--- config.mk ---
export PLATFORM = sky130hd
export DESIGN_NAME = tbsc_top
export DESIGN_NICKNAME = d
export VERILOG_FILES = /design/src/include/tbsc_pkg.sv /design/src/verilog/tbsc_ocp.sv /design/src/verilog/tbsc_deglitch.sv /design/src/verilog/tbsc_top.sv
export SDC_FILE = /design/constraint.sdc
export NUM_CORES = 1
export LEC_CHECK = 0
export BUFFER_PORTS_ARGS = -buffer_cell sky130_fd_sc_hd__buf_4
export CORE_MARGIN = 2
export CORE_UTILIZATION = 55
export CTS_CLUSTER_DIAMETER = 40
export DETAILED_ROUTE_END_ITERATION = 16
export PLACE_DENSITY_LB_ADDON = 0.15
export SLEW_MARGIN = 20
export SYNTH_ARGS = -nofsm -noshare
export SYNTH_HDL_FRONTEND = slang
export SYNTH_SLANG_ARGS = --single-unit
--- constraint.sdc ---
create_clock -name ref_clk -period 6.4 [get_ports ref_clk]
set_input_delay 0.64 -clock ref_clk [delete_from_list [all_inputs] [get_ports ref_clk]]
set_output_delay 0.64 -clock ref_clk [all_outputs]
set_load 0.02 [all_outputs]
--- src/include/tbsc_pkg.sv ---
package tbsc_pkg;
   // Clocking: the reference clock and the nominal switching frequency.
   localparam int REF_CLK_KHZ = 10000;
   localparam int FSW_KHZ = 500;
   localparam int SW_DIV = REF_CLK_KHZ / FSW_KHZ;
   // Counts in switching cycles, and the number of converters.
   localparam int OC_WAIT_CYC = 256;
   localparam int HICCUP_CYC = 8192;
   localparam int PG_FALL_CYC = 112;
   localparam int PG_RISE_CYC = 616;
   localparam int NCONV = 3;
   // Buck2 voltage code.
   localparam int VCODE_W = 7;
   localparam int VCODE_MIN_MV = 680;
   localparam int VCODE_STEP_MV = 10;
   localparam int MV_W = 12;
   // Register map, byte addresses.
   localparam int AW = 8;
   localparam logic [7:0] ADDR_CTRL = 8'h00;
   localparam logic [7:0] ADDR_CODE = 8'h04;
   localparam logic [7:0] ADDR_STAT = 8'h08;
   localparam logic [7:0] ADDR_TARGET = 8'h0C;
   // Field positions.
   localparam int CTRL_EN_LSB = 0;
   localparam int CTRL_SKIPDIS_LSB = 4;
   localparam int CODE_APPLY_BIT = 8;
   localparam int STAT_PG_LSB = 0;
   localparam int STAT_OC_LSB = 3;
   localparam int STAT_THERM_BIT = 6;
   localparam int STAT_PINONLY_BIT = 7;
   localparam int STAT_INTFB_BIT = 8;
   localparam int TARGET_MV_LSB = 16;
   // Reset values.
   localparam logic [2:0] CTRL_EN_RST = 3'h7;
   localparam logic [2:0] CTRL_SKIPDIS_RST = 3'h0;
   localparam logic [6:0] CODE_RST = 7'h00;
endpackage

--- src/verilog/tbsc_ocp.sv ---
`timescale 1ns/100ps
module tbsc_ocp #(
   parameter int WAIT_CYC = 256,
   parameter int HIC_CYC = 8192
)(
   // Clock and reset
   input wire logic ref_clk,
   input wire logic resetn,
   // Switching-cycle enable and overcurrent level
   input wire logic tick,
   input wire logic oc,
   // Converter held off
   output logic shut_r
);
   localparam int WW = $clog2(WAIT_CYC + 1);
   localparam int HW = $clog2(HIC_CYC);
   logic [WW-1:0] wait_r;
   logic [HW-1:0] hic_r;
   wire hic_end_w = (hic_r == HW'(HIC_CYC - 1));
   wire trip_w = oc && (wait_r == WW'(WAIT_CYC));

   always_ff @(posedge ref_clk or negedge resetn)
   begin
      if (!resetn)
      begin
         wait_r <= '0;
         hic_r <= '0;
         shut_r <= 1'b0;
      end
      else if (tick)
      begin
         if (shut_r)
         begin
            hic_r <= hic_end_w ? '0 : hic_r + 1'b1; // [RULE_02]
            shut_r <= !hic_end_w; // [RULE_02]
         end
         else if (trip_w)
         begin
            shut_r <= 1'b1; // [RULE_01]
            wait_r <= '0;
         end
         else
            wait_r <= oc ? wait_r + 1'b1 : '0; // [RULE_01] [RULE_17]
      end
   end

   oc_trip_a: assert property (@(posedge ref_clk) disable iff (!resetn) // [RULE_01]
      $rose(shut_r) |-> $past(wait_r) == WAIT_CYC && $past(oc))
      else $error("Overcurrent shutdown without the full wait count.");
   oc_clear_a: assert property (@(posedge ref_clk) disable iff (!resetn) // [RULE_17]
      (tick && !oc && !shut_r) |=> wait_r == 0)
      else $error("Overcurrent wait count kept after a clean cycle.");
   hiccup_len_a: assert property (@(posedge ref_clk) disable iff (!resetn) // [RULE_02]
      $fell(shut_r) |-> $past(hic_r) == HIC_CYC - 1)
      else $error("Hiccup interval has the wrong length.");
   oc_shut_c: cover property (@(posedge ref_clk) disable iff (!resetn) $fell(shut_r));
endmodule // tbsc_ocp

--- src/verilog/tbsc_deglitch.sv ---
`timescale 1ns/100ps
module tbsc_deglitch #(
   parameter int RISE_CYC = 616,
   parameter int FALL_CYC = 112
)(
   // Clock and reset
   input wire logic ref_clk,
   input wire logic resetn,
   // Switching-cycle enable and raw level
   input wire logic tick,
   input wire logic raw,
   // Filtered level
   output logic out_r
);
   localparam int CW = $clog2(RISE_CYC + FALL_CYC);
   logic [CW-1:0] cnt_r;
   wire [CW-1:0] lim_w = raw ? CW'(RISE_CYC - 1) : CW'(FALL_CYC - 1);
   wire differ_w = raw != out_r;

   // A change must hold for the whole interval; any relapse restarts it.
   always_ff @(posedge ref_clk or negedge resetn)
   begin
      if (!resetn)
      begin
         cnt_r <= '0;
         out_r <= 1'b0;
      end
      else if (!differ_w)
         cnt_r <= '0;
      else if (tick)
      begin
         if (cnt_r == lim_w)
         begin
            out_r <= raw; // [RULE_16]
            cnt_r <= '0;
         end
         else
            cnt_r <= cnt_r + 1'b1; // [RULE_16]
      end
   end

   pg_rise_a: assert property (@(posedge ref_clk) disable iff (!resetn) // [RULE_16]
      $rose(out_r) |-> $past(cnt_r) == RISE_CYC - 1)
      else $error("Power good rose before its deglitch interval.");
   pg_fall_a: assert property (@(posedge ref_clk) disable iff (!resetn) // [RULE_16]
      $fell(out_r) |-> $past(cnt_r) == FALL_CYC - 1)
      else $error("Power good fell before its deglitch interval.");
   pg_rise_c: cover property (@(posedge ref_clk) disable iff (!resetn) $rose(out_r));
endmodule // tbsc_deglitch

--- src/verilog/tbsc_top.sv ---
// Implementation choices: register access over APB and the register addresses.
`timescale 1ns/100ps
// What this block does
// RULE_01: Shut a converter down after overcurrent persists beyond 256 switching cycles.
// RULE_02: After overcurrent shutdown hold off 8192 switching cycles, then restart.
// RULE_03: Buck2 voltage code takes effect only when the apply bit is written.
// RULE_04: Buck2 target is a 7-bit code, 0.68 V upward in 10 mV steps.
// RULE_05: Light-load skip mode is on by default; software may force continuous conduction.
// RULE_06: Both serial pins low means all serial accesses are refused.
// RULE_07: In pin-only mode enables come from pins and buck2 uses external feedback.
// RULE_08: Power good needs every converter regulating and the start-up sequence done.
// RULE_09: Overvoltage keeps the high-side switch off until the comparator clears.
// RULE_10: Over-temperature shuts all converters down; they restart when it clears.
// RULE_11: Bootstrap undervoltage pulls the switch node low to recharge the capacitor.
// RULE_12: Buck1 switches 180 degrees from buck2 and buck3, which share phase.
// RULE_13: An external sync clock aligns the switching cycle to its falling edge.
// RULE_14: Software reads per-converter power good, overcurrent and temperature warnings.
// RULE_15: Software enables or disables each converter, besides the enable pins.
// RULE_16: Power good falls after 112 and rises after 616 steady switching cycles.
// RULE_17: One overcurrent-free switching cycle clears the overcurrent wait count.
module tbsc_top #(
   parameter int HICCUP_CYCLES = tbsc_pkg::HICCUP_CYC,
   parameter int SW_DIVIDE = tbsc_pkg::SW_DIV
)(
   // Clock and reset
   input wire logic ref_clk,
   input wire logic resetn,
   // APB slave
   input wire logic psel,
   input wire logic penable,
   input wire logic pwrite,
   input wire logic [tbsc_pkg::AW-1:0] paddr,
   input wire logic [31:0] pwdata,
   output logic [31:0] prdata,
   output logic pready,
   output logic pslverr,
   // Pins
   input wire logic sda_pin,
   input wire logic scl_pin,
   input wire logic frequency_set_pin,
   input wire logic [tbsc_pkg::NCONV-1:0] converter_enable_pin,
   // Analog indications
   input wire logic [tbsc_pkg::NCONV-1:0] overcurrent,
   input wire logic [tbsc_pkg::NCONV-1:0] overvoltage,
   input wire logic [tbsc_pkg::NCONV-1:0] in_regulation,
   input wire logic [tbsc_pkg::NCONV-1:0] bootstrap_uv,
   input wire logic [tbsc_pkg::NCONV-1:0] soft_start_done,
   input wire logic thermal_trip,
   // Converter control
   output logic [tbsc_pkg::NCONV-1:0] conv_run,
   output logic [tbsc_pkg::NCONV-1:0] high_side_block,
   output logic [tbsc_pkg::NCONV-1:0] switch_node_pull_low,
   output logic [tbsc_pkg::NCONV-1:0] light_load_skip_mode,
   output logic [tbsc_pkg::VCODE_W-1:0] voltage_code,
   output logic internal_fb_sel,
   output logic buck1_clk,
   output logic buck23_clk,
   output logic power_good_output
);
   import tbsc_pkg::*;

   localparam int SW = 2 + 1 + 6 * NCONV + 1;
   localparam int DW = $clog2(SW_DIVIDE + 1);

   // Every pin and analog level passes two flops before use.
   wire [SW-1:0] async_w = {sda_pin, scl_pin, frequency_set_pin, converter_enable_pin, overcurrent,
                            overvoltage, in_regulation, bootstrap_uv, soft_start_done, thermal_trip};
   logic [SW-1:0] sync1_r;
   logic [SW-1:0] sync2_r;
   logic ext_d_r;
   logic [DW-1:0] div_r;
   logic [2:0] ctrl_en_r;
   logic [2:0] ctrl_skipdis_r;
   logic [VCODE_W-1:0] code_stage_r;
   logic [NCONV-1:0] oc_shut_w;
   logic pg_raw_r;

   wire sda_s = sync2_r[SW-1];
   wire scl_s = sync2_r[SW-2];
   wire ext_s = sync2_r[SW-3];
   wire [NCONV-1:0] en_pin_s = sync2_r[SW-4 -: NCONV];
   wire [NCONV-1:0] oc_s = sync2_r[SW-4-NCONV -: NCONV];
   wire [NCONV-1:0] ov_s = sync2_r[SW-4-2*NCONV -: NCONV];
   wire [NCONV-1:0] inreg_s = sync2_r[SW-4-3*NCONV -: NCONV];
   wire [NCONV-1:0] bst_s = sync2_r[SW-4-4*NCONV -: NCONV];
   wire [NCONV-1:0] ssd_s = sync2_r[SW-4-5*NCONV -: NCONV];
   wire therm_s = sync2_r[0];

   // Switching-cycle timebase; an external falling edge restarts the cycle.
   wire ext_fall_w = ext_d_r && !ext_s; // [RULE_13]
   wire div_end_w = (div_r == DW'(SW_DIVIDE - 1));
   wire tick_w = div_end_w || ext_fall_w;
   wire [DW-1:0] div_nxt = tick_w ? '0 : div_r + 1'b1; // [RULE_13]
   wire phase_hi_w = div_nxt < DW'(SW_DIVIDE / 2);

   // Floating or grounded serial pins both read low.
   wire pin_only_w = !sda_s && !scl_s; // [RULE_06]
   wire [NCONV-1:0] en_eff_w = pin_only_w ? en_pin_s : (en_pin_s & ctrl_en_r); // [RULE_07] [RULE_15]
   wire [NCONV-1:0] run_nxt = en_eff_w & ~oc_shut_w & {NCONV{!therm_s}}; // [RULE_10]

   // APB decode. Errors are decided in the setup phase and shown in the access phase.
   wire setup_w = psel && !penable;
   wire hit_w = (paddr == ADDR_CTRL) || (paddr == ADDR_CODE) || (paddr == ADDR_STAT)
                || (paddr == ADDR_TARGET);
   wire err_nxt = pin_only_w || !hit_w; // [RULE_06]
   wire wr_w = psel && penable && pwrite && pready && !pslverr;
   wire wr_ctrl_w = wr_w && (paddr == ADDR_CTRL);
   wire wr_code_w = wr_w && (paddr == ADDR_CODE);
   wire apply_w = wr_code_w && pwdata[CODE_APPLY_BIT]; // [RULE_03]
   wire [VCODE_W-1:0] code_in_w = pwdata[VCODE_W-1:0];

   // Buck2 target in millivolts for software: 680 mV plus 10 mV per step.
   wire [MV_W-1:0] target_mv_w = MV_W'(VCODE_MIN_MV) + MV_W'(VCODE_STEP_MV) * MV_W'(voltage_code); // [RULE_04]
   wire [NCONV-1:0] pg_each_w = inreg_s & conv_run;
   wire [NCONV-1:0] oc_warn_w = oc_s | oc_shut_w;
   wire [31:0] rd_ctrl_w = 32'(ctrl_en_r) << CTRL_EN_LSB | 32'(ctrl_skipdis_r) << CTRL_SKIPDIS_LSB;
   wire [31:0] rd_stat_w = 32'(pg_each_w) << STAT_PG_LSB | 32'(oc_warn_w) << STAT_OC_LSB // [RULE_14]
                           | 32'(therm_s) << STAT_THERM_BIT | 32'(pin_only_w) << STAT_PINONLY_BIT
                           | 32'(internal_fb_sel) << STAT_INTFB_BIT;
   wire [31:0] rd_target_w = 32'(voltage_code) | 32'(target_mv_w) << TARGET_MV_LSB;
   wire [31:0] rd_nxt = err_nxt ? 32'h0000_0000 :
                        (paddr == ADDR_CTRL) ? rd_ctrl_w :
                        (paddr == ADDR_CODE) ? 32'(code_stage_r) :
                        (paddr == ADDR_STAT) ? rd_stat_w : rd_target_w;

   always_ff @(posedge ref_clk or negedge resetn)
   begin
      if (!resetn)
      begin
         sync1_r <= '0;
         sync2_r <= '0;
         ext_d_r <= 1'b0;
         div_r <= '0;
      end
      else
      begin
         sync1_r <= async_w;
         sync2_r <= sync1_r;
         ext_d_r <= ext_s;
         div_r <= div_nxt;
      end
   end

   // Each switching-clock output is the other's complement, so they never share phase.
   always_ff @(posedge ref_clk or negedge resetn)
   begin
      if (!resetn)
      begin
         buck23_clk <= 1'b1;
         buck1_clk <= 1'b0;
      end
      else
      begin
         buck23_clk <= phase_hi_w; // [RULE_12]
         buck1_clk <= !phase_hi_w; // [RULE_12]
      end
   end

   always_ff @(posedge ref_clk or negedge resetn)
   begin
      if (!resetn)
      begin
         pready <= 1'b0;
         pslverr <= 1'b0;
         prdata <= '0;
      end
      else
      begin
         pready <= 1'b1;
         if (setup_w)
         begin
            pslverr <= err_nxt; // [RULE_06]
            prdata <= rd_nxt; // [RULE_14]
         end
      end
   end

   always_ff @(posedge ref_clk or negedge resetn)
   begin
      if (!resetn)
      begin
         ctrl_en_r <= CTRL_EN_RST;
         ctrl_skipdis_r <= CTRL_SKIPDIS_RST;
         code_stage_r <= CODE_RST;
      end
      else
      begin
         if (wr_ctrl_w)
         begin
            ctrl_en_r <= pwdata[CTRL_EN_LSB +: NCONV]; // [RULE_15]
            ctrl_skipdis_r <= pwdata[CTRL_SKIPDIS_LSB +: NCONV]; // [RULE_05]
         end
         if (wr_code_w)
            code_stage_r <= code_in_w; // [RULE_04]
      end
   end

   // Loading the staged code alone leaves the output untouched; only apply moves it.
   always_ff @(posedge ref_clk or negedge resetn)
   begin
      if (!resetn)
      begin
         voltage_code <= CODE_RST;
         internal_fb_sel <= 1'b0;
      end
      else if (pin_only_w)
         internal_fb_sel <= 1'b0; // [RULE_07]
      else if (apply_w)
      begin
         voltage_code <= code_in_w; // [RULE_03]
         internal_fb_sel <= 1'b1; // [RULE_03]
      end
   end

   always_ff @(posedge ref_clk or negedge resetn)
   begin
      if (!resetn)
      begin
         conv_run <= '0;
         high_side_block <= '0;
         switch_node_pull_low <= '0;
         light_load_skip_mode <= '1;
         pg_raw_r <= 1'b0;
      end
      else
      begin
         conv_run <= run_nxt; // [RULE_01] [RULE_02] [RULE_10]
         high_side_block <= ov_s; // [RULE_09]
         switch_node_pull_low <= bst_s & run_nxt; // [RULE_11]
         light_load_skip_mode <= pin_only_w ? '1 : ~ctrl_skipdis_r; // [RULE_05]
         pg_raw_r <= &(inreg_s & run_nxt & ssd_s); // [RULE_08]
      end
   end

   genvar gi;
   generate
      for (gi = 0; gi < NCONV; gi++)
      begin : g_ocp
         tbsc_ocp #(.WAIT_CYC(OC_WAIT_CYC), .HIC_CYC(HICCUP_CYCLES)) u_ocp (
            .ref_clk(ref_clk),
            .resetn(resetn),
            .tick(tick_w),
            .oc(oc_s[gi]),
            .shut_r(oc_shut_w[gi])
         );
      end
   endgenerate

   tbsc_deglitch #(.RISE_CYC(PG_RISE_CYC), .FALL_CYC(PG_FALL_CYC)) u_pg (
      .ref_clk(ref_clk),
      .resetn(resetn),
      .tick(tick_w),
      .raw(pg_raw_r),
      .out_r(power_good_output)
   );

   vcode_hold_a: assert property (@(posedge ref_clk) disable iff (!resetn) // [RULE_03]
      (wr_code_w && !pwdata[CODE_APPLY_BIT]) |=> $stable(voltage_code))
      else $error("Voltage code changed without an apply write.");
   vcode_apply_a: assert property (@(posedge ref_clk) disable iff (!resetn) // [RULE_03]
      (apply_w && !pin_only_w) |=> voltage_code == $past(code_in_w) && internal_fb_sel)
      else $error("Apply write did not move the voltage code.");
   pin_refuse_a: assert property (@(posedge ref_clk) disable iff (!resetn) // [RULE_06]
      (setup_w && pin_only_w) |=> pslverr ##0 (!penable || (penable && pready)))
      else $error("Serial access accepted in pin-only mode.");
   pin_fb_a: assert property (@(posedge ref_clk) disable iff (!resetn) // [RULE_07]
      pin_only_w |=> !internal_fb_sel)
      else $error("Internal feedback kept in pin-only mode.");
   therm_off_a: assert property (@(posedge ref_clk) disable iff (!resetn) // [RULE_10]
      therm_s |=> conv_run == '0)
      else $error("Converter running during over-temperature.");
   bst_low_a: assert property (@(posedge ref_clk) disable iff (!resetn) // [RULE_11]
      $rose(|switch_node_pull_low) |-> $past(|bst_s))
      else $error("Switch node pulled low without bootstrap undervoltage.");
   phase_opp_a: assert property (@(posedge ref_clk) disable iff (!resetn) // [RULE_12]
      buck1_clk != buck23_clk)
      else $error("Buck1 clock is in phase with buck2 and buck3.");
   ext_align_a: assert property (@(posedge ref_clk) disable iff (!resetn) // [RULE_13]
      ext_fall_w |=> div_r == 0 ##1 div_r == 1)
      else $error("Switching cycle not aligned to the sync falling edge.");
   pg_gate_a: assert property (@(posedge ref_clk) disable iff (!resetn) // [RULE_08]
      $rose(power_good_output) |-> $past(pg_raw_r))
      else $error("Power good rose while a converter was out of regulation.");
   // Complementary clocks alone prove nothing about alignment, so also pin the cycle start.
   phase_start_a: assert property (@(posedge ref_clk) disable iff (!resetn) // [RULE_12]
      tick_w |=> buck23_clk && !buck1_clk)
      else $error("Buck2 and buck3 clock not high at the start of a switching cycle.");
   skip_mode_a: assert property (@(posedge ref_clk) disable iff (!resetn) // [RULE_05]
      (pin_only_w || ctrl_skipdis_r == '0) |=> &light_load_skip_mode)
      else $error("Light-load skip mode off without a software disable.");
   pin_enable_a: assert property (@(posedge ref_clk) disable iff (!resetn) // [RULE_07]
      (pin_only_w && !therm_s && oc_shut_w == '0) |=> conv_run == $past(en_pin_s))
      else $error("Pin-only converter state differs from its enable pin.");
   sw_enable_a: assert property (@(posedge ref_clk) disable iff (!resetn) // [RULE_15]
      !pin_only_w |=> (conv_run & ~$past(ctrl_en_r)) == '0)
      else $error("Converter running although software disabled it.");
   ov_block_a: assert property (@(posedge ref_clk) disable iff (!resetn) // [RULE_09]
      (|ov_s) |=> (high_side_block & $past(ov_s)) == $past(ov_s))
      else $error("High-side switch not blocked during overvoltage.");
   apply_c: cover property (@(posedge ref_clk) disable iff (!resetn) apply_w && !pin_only_w);
   pin_only_c: cover property (@(posedge ref_clk) disable iff (!resetn) setup_w && pin_only_w);
   ext_sync_c: cover property (@(posedge ref_clk) disable iff (!resetn) ext_fall_w);
endmodule // tbsc_top

---- Word-level counts from Yosys, hierarchy flattened ----
Index checks and enable logic that the tools add are counted.
storage, ports and cells
  bits in registers ....................... 200
  bits of input ports ..................... 67
  output and inout bits ................... 57
  word-level logic and storage cells ...... 142
cells by class
  add/subtract/negate cells ............... 9
  multiply operators ...................... 1
  order comparisons ....................... 1
  equal/unequal tests ..................... 13
  mux-type cells .......................... 28
  bitwise operators ....................... 20
  reductions and logical operators ........ 40
operators with widths
  operator                                          number
  2-to-1 mux 28 bit                                 4
  2-to-1 mux 9 bit                                  6
  2-to-1 mux 10 bit                                 4
  adder 13 x 1 -> 13 bit, second input constant     3
  == test 13 bit, second input constant             3
  2-to-1 mux 13 bit                                 3
  bitwise OR 7 x 28 -> 28 bit                       1
  adder 9 x 1 -> 9 bit, second input constant       3
  == test 9 bit, second input constant              3
  AND 3 bit                                         7
  == test 8 x 4 -> 1 bit, second input constant     2
  AND reduction 2 bit                               7
  logical AND 1 bit                                 13
  adder 10 x 11 -> 12 bit, first input constant     1
  logical NOT 1 bit                                 11
  adder 10 x 1 -> 10 bit, second input constant     1
  == test 10 bit                                    1
  multiplier 3 x 7 -> 10 bit, first input constant  1
  bitwise OR 8 x 9 -> 9 bit                         1
  == test 8 x 3 -> 1 bit, second input constant     1
  logical NOT 8 bit                                 1
  2-to-1 mux 1 bit                                  8
  bitwise OR 7 x 8 -> 8 bit                         1
  bitwise OR 3 x 7 -> 7 bit                         1
  other kinds (15)                                  25

---- Depth between registers and ports, before layout ----
Gate-level depths: netlist (run 1).
  word-level depth ........................ 9
  gate-level depth with buffers ........... 8
  mapped depth without buffers ............ 8

---- Modules after synthesis ----
Synthesis (run 1) repeated with hierarchy kept, for this count alone.
unflattened totals
  cells, all modules ...................... 720
  area total of the unflattened synthesis .. 8441.8 um2
modules (own cells, without submodules)
  module                         times used  cells an instance  area an instance (um2)  seq. area each (um2)
  tbsc_top                       1           311                4217.8                  2711.4
  tbsc_ocp (g_ocp[0].u_ocp ...)  2           115                1207.4                  575.6
  tbsc_ocp (g_ocp[1].u_ocp)      1           114                1187.4                  575.6
  tbsc_deglitch                  1           65                 621.8                   275.3

---- Least setup slack after synthesis (run 1) ----
Ideal clock, no wire load.
  kind .................................... reg-to-reg
  from .................................... register voltage_code[1] in the netlist's numbering
  to ...................................... register prdata[26]
  setup time .............................. 0.087 ns
  arrival ................................. 2.477 ns
  data required time ...................... 6.313 ns
  path slack .............................. 3.837 ns
  cell stages (with the launch flop) ...... 9
  buffers on the path ..................... 0
  period minus slack after synthesis ...... 2.563 ns
  path through ............................ dfrtp_1 ha_1 ha_1 fa_1 xnor2_1 a2bb2oi_1 a211oi_1 or2_2 o211ai_1
between the ends
  longest elaborated chain between the ends .. 7
ends and longest elaborated chain
  element                      RTL line         text
  start: declaration           tbsc_top.sv:54   output logic [tbsc_pkg::VCODE_W-1:0] voltage_code,
  start signal: assignment     tbsc_top.sv:210  voltage_code <= code_in_w;
  multiplier 3 x 7 -> 10 bit   tbsc_top.sv:113  wire [MV_W-1:0] target_mv_w = MV_W'(VCODE_MIN_MV) + MV_W'(VCODE_STEP_MV) * MV_W'(voltage_code);
  adder 10 x 11 -> 12 bit      tbsc_top.sv:113
  bitwise OR 7 x 28 -> 28 bit  tbsc_top.sv:120  wire [31:0] rd_target_w = 32'(voltage_code) | 32'(target_mv_w) << TARGET_MV_LSB;
  2-to-1 mux 28 bit            tbsc_top.sv:124  (paddr == ADDR_STAT) ? rd_stat_w : rd_target_w;
  2-to-1 mux 28 bit            tbsc_top.sv:123  (paddr == ADDR_CODE) ? 32'(code_stage_r) :
  2-to-1 mux 28 bit            tbsc_top.sv:122  (paddr == ADDR_CTRL) ? rd_ctrl_w :
  2-to-1 mux 28 bit            tbsc_top.sv:121  wire [31:0] rd_nxt = err_nxt ? 32'h0000_0000 :
  end signal: assignment       tbsc_top.sv:173  prdata <= rd_nxt;
  end: declaration             tbsc_top.sv:34   output logic [31:0] prdata,
No other way between the ends.
A chain may end at the register's enable or synchronous reset.

---- Worst setup path in the final report (run 1) ----
  from .................................... register div_r[0]
  to ...................................... register g_ocp[1].u_ocp.hic_r[6]
between the ends
  longest elaborated chain between the ends .. 3
ends and longest elaborated chain
  element                               RTL line         text
  start: declaration                    tbsc_top.sv:71   logic [DW-1:0] div_r;
  start signal: assignment              tbsc_top.sv:140  div_r <= div_nxt;
  == test 5 bit                         tbsc_top.sv:91   wire div_end_w = (div_r == DW'(SW_DIVIDE - 1));
  logical OR 1 bit                      tbsc_top.sv:92   wire tick_w = div_end_w || ext_fall_w;
  AND reduction 2 bit (no source line)  n/a
  end signal: assignment                tbsc_ocp.sv:34   hic_r <= hic_end_w ? '0 : hic_r + 1'b1;
  end: declaration                      tbsc_ocp.sv:18   logic [HW-1:0] hic_r;
No other way between the ends.

==> results of run 1 <==
-- metrics by stage --
stage	cells	total power, W	setup slack, ns	area [µm²]	utilization, %
after floorplan	757	0.00137	3.84	8420	-
after global placement	1000	0.00143	3.65	9120	60.7
after detailed placement	1000	0.00144	3.56	9120	60.7
after CTS	1032	0.00250	3.55	9720	64.6
after global routing	1032	0.00258	3.33	9720	64.7
final	1032	0.00248	3.55	9720	64.7
-- worst max path at each step --
| stage | endpoint | start | cells past startpoint | slack [ns] |
|---|---|---|---|---|
| after floorplan | prdata[26]$_DFFE_PN0P_ | voltage_code[1]$_DFFE_PN0P_ | 8 | 3.84 |
| after global placement | g_ocp[1].u_ocp.hic_r[6]$_DFFE_PN0P_ | div_r[0]$_DFF_PN0_ | 6 | 3.65 |
| after detailed placement | g_ocp[1].u_ocp.hic_r[6]$_DFFE_PN0P_ | div_r[0]$_DFF_PN0_ | 6 | 3.56 |
| after CTS | g_ocp[1].u_ocp.hic_r[6]$_DFFE_PN0P_ | div_r[0]$_DFF_PN0_ | 6 | 3.55 |
| after global routing | g_ocp[1].u_ocp.hic_r[6]$_DFFE_PN0P_ | div_r[0]$_DFF_PN0_ | 6 | 3.33 |
| final | g_ocp[1].u_ocp.hic_r[6]$_DFFE_PN0P_ | div_r[0]$_DFF_PN0_ | 6 | 3.55 |
-- cells in the mapped netlist (all sizes together) (7+ instances only) --
cell type / number
nand3: 46
clkbuf: 11
xnor2: 29
o211ai: 7
a22o: 11
nand2: 65
xor2: 31
and2: 9
o21ai: 35
a21oi: 16
a211oi: 7
and3: 13
nand4: 19
mux2: 21
nor2: 74
dfrtp: 181
inv: 26
nor3: 13
ha: 22
buf: 22
or3: 8
dfstp: 7
-- report_power, final --
group | leakage [nW] | internal, W | switching, W
Sequential | 2.47 | 0.00123 | 0.0000302
Combinational | 1.78 | 0.0000621 | 0.0000945
Clock | 0.286 | 0.000561 | 0.000498
-- registers in the layout (all words and copies together) (netlist names), 5 cells and up --
signal and cells:
g_ocp.u_ocp.hic_r 39, sync1_r 22, prdata 20, g_ocp.u_ocp.wait_r 27
sync2_r 22, u_pg.cnt_r 10, div_r 5, voltage_code 7
code_stage_r 7
-- cells by family (layout without fill, tap and decap cells) --
family / after synthesis / after routing / synth area share [%]
AND/OR/NAND/NOR: 282 / 282 / 16.9
flip-flops: 188 / 188 / 56.3
AO/OA/AOI/OAI: 103 / 103 / 8.83
XOR/XNOR: 60 / 60 / 6.27
buffers and inverters: 59 / 146 / 3.48
multiplexers: 29 / 29 / 4.68
adder cells (fa/ha/maj): 23 / 23 / 3.53
other: 2 / 13 / 0.0897
-- layer usage --
layer	track usage, %	share of wire (%)	vias to the layer above	wire length, µm
li1	-	-	2776	-
met1	28.8	45	2888	7370
met2	35.6	50	146	8270
met3	4.31	4.1	17	672
met4	6.98	1.3	0	222
met5	0	0	-	0
-- critical path: stages (launching register included) --
cell       delay [ns]
dfrtp_1          0.38
ha_1             0.27
nand4bb_4        0.33
nand2_1          0.74
nand2_1          0.41
or3_1            0.47
xnor2_1          0.13
-- layout make-up --
cell class                 instances  area share, %
clock buffer                      17           4.38
clock inverter                    15           1.74
inverter                          26           1.00
multi-input combinational        510           35.1
sequential                       188           48.5
tap                              188           2.42
timing repair buffer              88           6.86
==> reports/results.ini, run 1 <==
[outcome]
run_status = finished clean

[die]
die_y_um = 127
core_area_um2 = 15000
initial_core_util_pct = 55.7
placement_rows = 45
boundaryPins = 124
die-width_um = 127
fp.dieArea_um2 = 16200

[placed_design]
routabilityCongestion = 0.827
buffer_ports.inserted = 87
detailed_place_hpwl_um = 11500

[clocking]
cts_tree = built
path_clk_slew_ns = 0.07
cts_repair_resize_count = 0
cts_root_buf = clkbuf_16
cts_setup_buffers = 0
maximum_root_to_sink_buffer_count = 2
cts_max_level = 4
clock_latency_ns = 0.43
count_of_hold_buffers_inserted_by_post_cts_repair = 0
clock_sink_count = 188
cts_buffers = 17

[sta]
worst_pin_slew_ns = 0.907
rsz0062_at_grt = no
timing.fmax_mhz = 351
finalHoldViolations = 0
timing.hold.ws_ns = 0.307
final-max-slew-violation-count = 0
post-route-period-util_pct = 44.5
fin_skew_ns = 0.00763
finalSetupTns_ns = 0
relSlewSlack_pct = 39.5
finalSetupViolCount = 0
post-route-min-period_ns = 2.85

[worst_setup_path]
worst_setup_path_end_kind = flop
crit_path_start_kind = flop
r2r_end = g_ocp[1].u_ocp.hic_r[6]$_DFFE_PN0P_
category_of_the_most_critical_setup_path = flop to flop
crit_path_max_fanout = 21
worst-r2r-cell-count = 6
worstReg2RegStart = div_r[0]$_DFF_PN0_
reg2reg_slack_ns = 3.55
cp.required_ns = 6.72
crit_arrival_ns = 3.17

[power_and_ir_drop]
power.density_cell_area_nw_per_um2 = 255
power.static_leakage_nw = 4.53
ir_worst_vdd_mv = 0.192

[yosys]
synth_top_cell_by_area = dfrtp_1
yosysWarnings = 0
synth_enable_flop_cells = 0
postSynthAreaPerCell_um2 = 11.2
synth-seq-cells = 188
yosysSeqAreaShare_pct = 56.3
ys_top_cells_by_area = dfrtp_1 (54%), ha_1 (3.3%), nor2_1 (3.3%)
ys_types = 65
synthCells = 746
syn-cell-area_um2 = 8380
synthFlopType = dfrtp_1
async_reset_ff_share_pct = 100
yosysTopAreaCellShare_pct = 54.1

[worst_hold_path]
worstHoldPathType = primary input to flop
worstHoldEndpoint = sync1_r[1]$_DFF_PN0_
launch_point_of_the_worst_hold_path = soft_start_done[0]
timing.hold.worst_path_depth = 1

[finish]
finalNetCount = 921
register_area_um2 = 4710
antenna-diode-count = 0
layout_common_cells = dfrtp_1 (181), buf_4 (87), nor2_1 (73)
nFillCells = 1162
area_growth_pct = 16.0
multi_input_comb_area_um2 = 3410
drive_above_1_share_pct = 20.1
most_common_library_cell_in_the_layout_ignoring_fill_and_taps = dfrtp_1

[global_routing]
globalRoute.totalOverflow = 0
grt_util_all_layers_pct = 21.5
grt_pass1_vias = 5626
largest_net_degree_at_the_start_of_global_routing = 116
antenna_violations_before_repair = 0
grt_first_pass_wirelength_um = 27700

[drt]
routed_via_density = 5.65
drt-wirelength-per-cell_um = 16.0
drt_pre_antenna_iters = 5
route.final.wire_length_um = 16500
drt_drc_violations_left = 0
final_antenna_net_count = 0
detailed_router_s_first_iteration_violation_count = 499
detailroute.via_count = 5827

[run]
maxCapViolCount = 0

Note: power is estimated with default switching activity, not from simulation.
==> run 2: changes to the inputs <==
--- a/config.mk
+++ b/config.mk
@@ -5,9 +5,10 @@
 export SDC_FILE = /design/constraint.sdc
 export NUM_CORES = 1
 export LEC_CHECK = 0
+export ABC_AREA = 1
 export BUFFER_PORTS_ARGS = -buffer_cell sky130_fd_sc_hd__buf_4
 export CORE_MARGIN = 2
-export CORE_UTILIZATION = 55
+export CORE_UTILIZATION = 52
 export CTS_CLUSTER_DIAMETER = 40
 export DETAILED_ROUTE_END_ITERATION = 16
 export PLACE_DENSITY_LB_ADDON = 0.15
==> constraint.sdc (replaced) <==
create_clock -name ref_clk -period 2.48 [get_ports ref_clk]
set_input_delay 0.248 -clock ref_clk [delete_from_list [all_inputs] [get_ports ref_clk]]
set_output_delay 0.248 -clock ref_clk [all_outputs]
set_load 0.02 [all_outputs]
==> run 2 against run 1 <==
Net effect: via count up 18%; worst setup slack worse by 3.4 ns; core utilization down 1.2 points; count of clock-buffer cells in the layout up 2; first-iteration DRC count down 33%; wire length up 8.3%; worst hold slack worse by 0.28 ns; final area up 7.9%; fmax up 22%; clock power rose to 2.5 times the previous value; sequential power rose to 2.6 times the previous value; critical path type unchanged; critical endpoint is now prdata[25]$_DFFE_PN0P_.
==> reports/results.ini, run 2 <==
[worst_setup_path]
crit_path_start_kind = flop  ; unchanged
category_of_the_most_critical_setup_path = flop to flop  ; unchanged
crit_arrival_ns = 2.66  ; was 3.17 ns
worst_setup_path_end_kind = flop  ; unchanged
reg2reg_slack_ns = 0.15  ; was 3.55 ns
cp.required_ns = 2.81  ; was 6.72 ns
crit_path_max_fanout = 5  ; was 21

[drt]
detailed_router_s_first_iteration_violation_count = 334  ; was 499
routed_via_density = 5.08  ; was 5.65
drt_pre_antenna_iters = 5  ; unchanged
drt_drc_violations_left = 0  ; unchanged
detailroute.via_count = 6870  ; was 5827
drt-wirelength-per-cell_um = 13.2  ; was 16.0 µm
route.final.wire_length_um = 17900  ; was 16500 µm
final_antenna_net_count = 0  ; unchanged

[die]
core_area_um2 = 16500  ; was 15000 µm²
boundaryPins = 124  ; unchanged
die_y_um = 134  ; was 127 µm
fp.dieArea_um2 = 17900  ; was 16200 µm²
die-width_um = 134  ; was 127 µm
initial_core_util_pct = 53.0  ; was 55.7%
placement_rows = 47  ; was 45

[power_and_ir_drop]
ir_worst_vdd_mv = 0.502  ; was 0.192 mV
power.static_leakage_nw = 5.17  ; was 4.53 nW
power.density_cell_area_nw_per_um2 = 611  ; was 255 nW/µm²

[global_routing]
largest_net_degree_at_the_start_of_global_routing = 57  ; was 116
grt_util_all_layers_pct = 21.8  ; was 21.5%
antenna_violations_before_repair = 0  ; unchanged
globalRoute.totalOverflow = 0  ; unchanged
grt_first_pass_wirelength_um = 31300  ; was 27700 µm
grt_pass1_vias = 6556  ; was 5626

[yosys]
async_reset_ff_share_pct = 100  ; unchanged
syn-cell-area_um2 = 8760  ; was 8380 µm²
synthCells = 996  ; was 746
ys_types = 44  ; was 65
synth_top_cell_by_area = dfrtp_1  ; unchanged
synth_common_cells = nand2_1 (230), dfrtp_1 (181), inv_1 (112), nor2_1 (82), nand3_1 (80)  ; was dfrtp_1 (181), nor2_1 (73), nand2_1 (65), nand3_1 (46), o21ai_0 (34)
yosysSeqAreaShare_pct = 53.8  ; was 56.3%
yosysWarnings = 0  ; unchanged
synthFlopType = dfrtp_1  ; unchanged
synth-seq-cells = 188  ; unchanged
synth_enable_flop_cells = 0  ; unchanged
yosysTopAreaCellShare_pct = 51.7  ; was 54.1%
yosysMostFrequentCell = nand2_1  ; was dfrtp_1
ys_top_cells_by_area = dfrtp_1 (52%), nand2_1 (9.9%), inv_1 (4.8%)  ; was dfrtp_1 (54%), ha_1 (3.3%), nor2_1 (3.3%)
postSynthAreaPerCell_um2 = 8.79  ; was 11.2 µm²

[finish]
final_util_pct = 63.5  ; was 64.7%
drive_above_1_share_pct = 15.2  ; was 20.1%
largest_reg_flops = 39  ; unchanged
stdcell_area_um2 = 10500  ; was 9720 µm²
finalNetCount = 1209  ; was 921
antenna-diode-count = 0  ; unchanged
top_register = g_ocp.u_ocp.hic_r  ; unchanged
area_growth_pct = 19.8  ; was 16.0%
most_common_library_cell_in_the_layout_ignoring_fill_and_taps = nand2_1  ; was dfrtp_1
layout_common_cells = nand2_1 (230), dfrtp_1 (181), inv_1 (112)  ; was dfrtp_1 (181), buf_4 (87), nor2_1 (73)
top_regs = g_ocp.u_ocp.hic_r: 39 flops, g_ocp.u_ocp.wait_r: 27 flops  ; unchanged
nFillCells = 1429  ; was 1162

[sta]
post-route-min-period_ns = 2.33  ; was 2.85 ns
post-route-period-util_pct = 94.0  ; was 44.5%
finalSetupTns_ns = 0  ; unchanged
final-max-slew-violation-count = 0  ; unchanged
timing.fmax_mhz = 429  ; was 351 MHz
rsz0062_at_grt = no  ; unchanged
finalSetupViolCount = 0  ; unchanged
fin_skew_ns = 0.00810  ; was 0.00763 ns
finalHoldViolations = 0  ; unchanged

[placed_design]
buffer_ports.inserted = 87  ; unchanged
detailed_place_hpwl_um = 12900  ; was 11500 µm
dpl_cell_area_um2 = 9660  ; was 9120 µm²
routabilityCongestion = 0.843  ; was 0.827

[clocking]
clock_sink_count = 188  ; unchanged
cts_root_buf = clkbuf_16  ; unchanged
cts_buffers = 17  ; unchanged
cts_max_level = 4  ; unchanged
cts_tree = built  ; unchanged
maximum_root_to_sink_buffer_count = 2  ; unchanged
cts_repair_resize_count = 0  ; unchanged
clock_latency_ns = 0.43  ; about the same
path_clk_slew_ns = 0.07  ; about the same

[worst_hold_path]
worstHoldPathType = primary input to flop  ; unchanged

[run]
maxCapViolCount = 0  ; unchanged

[outcome]
run_status = finished clean  ; unchanged

run 2: changes by cell type in the layout (fill, tap and decap cells not counted), moves of 12 or more:
| cell | delta |
|---|---|
| nand4_1 | +17 |
| xnor2_1 | -19 |
| o21ai_0 | +33 |
| dlygate4sd3_1 | +23 |
| mux2_2 | -21 |
| and3_1 | -12 |
| inv_1 | +86 |
| nand2_1 | +165 |
| nand3_1 | +34 |
run 2: report_power, final:
group / internal (W) / total [W] / switching [W]
Combinational: 0.000195 / 0.000473 / 0.000278
Sequential: 0.00318 / 0.00325 / 0.0000729
Clock: 0.00146 / 0.00268 / 0.00122
run 2: layout make-up:
class	count	area [µm²]	share of cell area (%)
clock buffers	19	453	4.32
clock inverters	13	131	1.25
inverters	121	455	4.34
multi-input cells	671	3460	33.0
flip-flops and latches	188	4710	44.9
well taps	220	275	2.62
repair buffers	120	1000	9.55
run 2: kinds of logic (layout without fill, tap and decap cells):
kind of cell	Yosys count	after routing	synth area share (%)
AO/OA/AOI/OAI	115	115	7.24
XOR/XNOR	34	34	3.40
adder cells (fa/ha/maj)	23	23	3.37
buffers and inverters	148	273	7.14
flip-flops	188	188	53.8
multiplexers	1	1	0.114
other	2	13	0.0858
AND/OR/NAND/NOR	485	485	24.8
run 2: worst paths after layout:
path,from,endpoint,cells past startpoint
max in group asynchronous,resetn,buck23_clk$_DFF_PN1_,3
setup / recovery,voltage_code[3]$_DFFE_PN0P_,prdata[25]$_DFFE_PN0P_,10
hold / removal,psel,prdata[7]$_DFFE_PN0P_,2
min in group asynchronous,resetn,high_side_block[0]$_DFF_PN0_,2
setup reg to reg,voltage_code[3]$_DFFE_PN0P_,prdata[25]$_DFFE_PN0P_,10
hold reg to reg,sync1_r[18]$_DFF_PN0_,sync2_r[18]$_DFF_PN0_,0
run 2: metrics by stage:
stage               total power [W]  setup WS, ns  hold slack [ns]  instances
finish                      0.00641         0.149           0.0300       1352
global route                0.00669        0.0183           0.0184       1352
CTS                         0.00648         0.128           0.0152       1350
detailed placement          0.00376         0.146            0.234       1295
global placement            0.00375         0.156            0.236       1295
floorplan                   0.00355         0.165          -0.0476       1007
run 2: worst max-delay path: stages (launching register included):
cell     delay, ns
dfrtp_1       0.44
ha_1          0.30
ha_1          0.24
fa_1          0.49
or2_2         0.31
nand2_1       0.11
nand3_1       0.10
nand2_1       0.09
nand2_1       0.05
nand3_1       0.07
nand2_1       0.04
run 2: timing repair:
action / CTS / global route
hold buffers: 23 / 0
setup buffers: 0 / 2
endpoints found under the hold margin: 71 / 0
setup endpoints to repair: 0 / 1
run 2: layer usage:
metal  track usage [%]  part of all wire [%]  up-vias
met5                 0                     0        -
met1              30.7                    47     3238
li1                  -                     -     3454
met3              4.35                   4.6       25
met4              7.57                   1.6        0
met2              34.2                    47      153
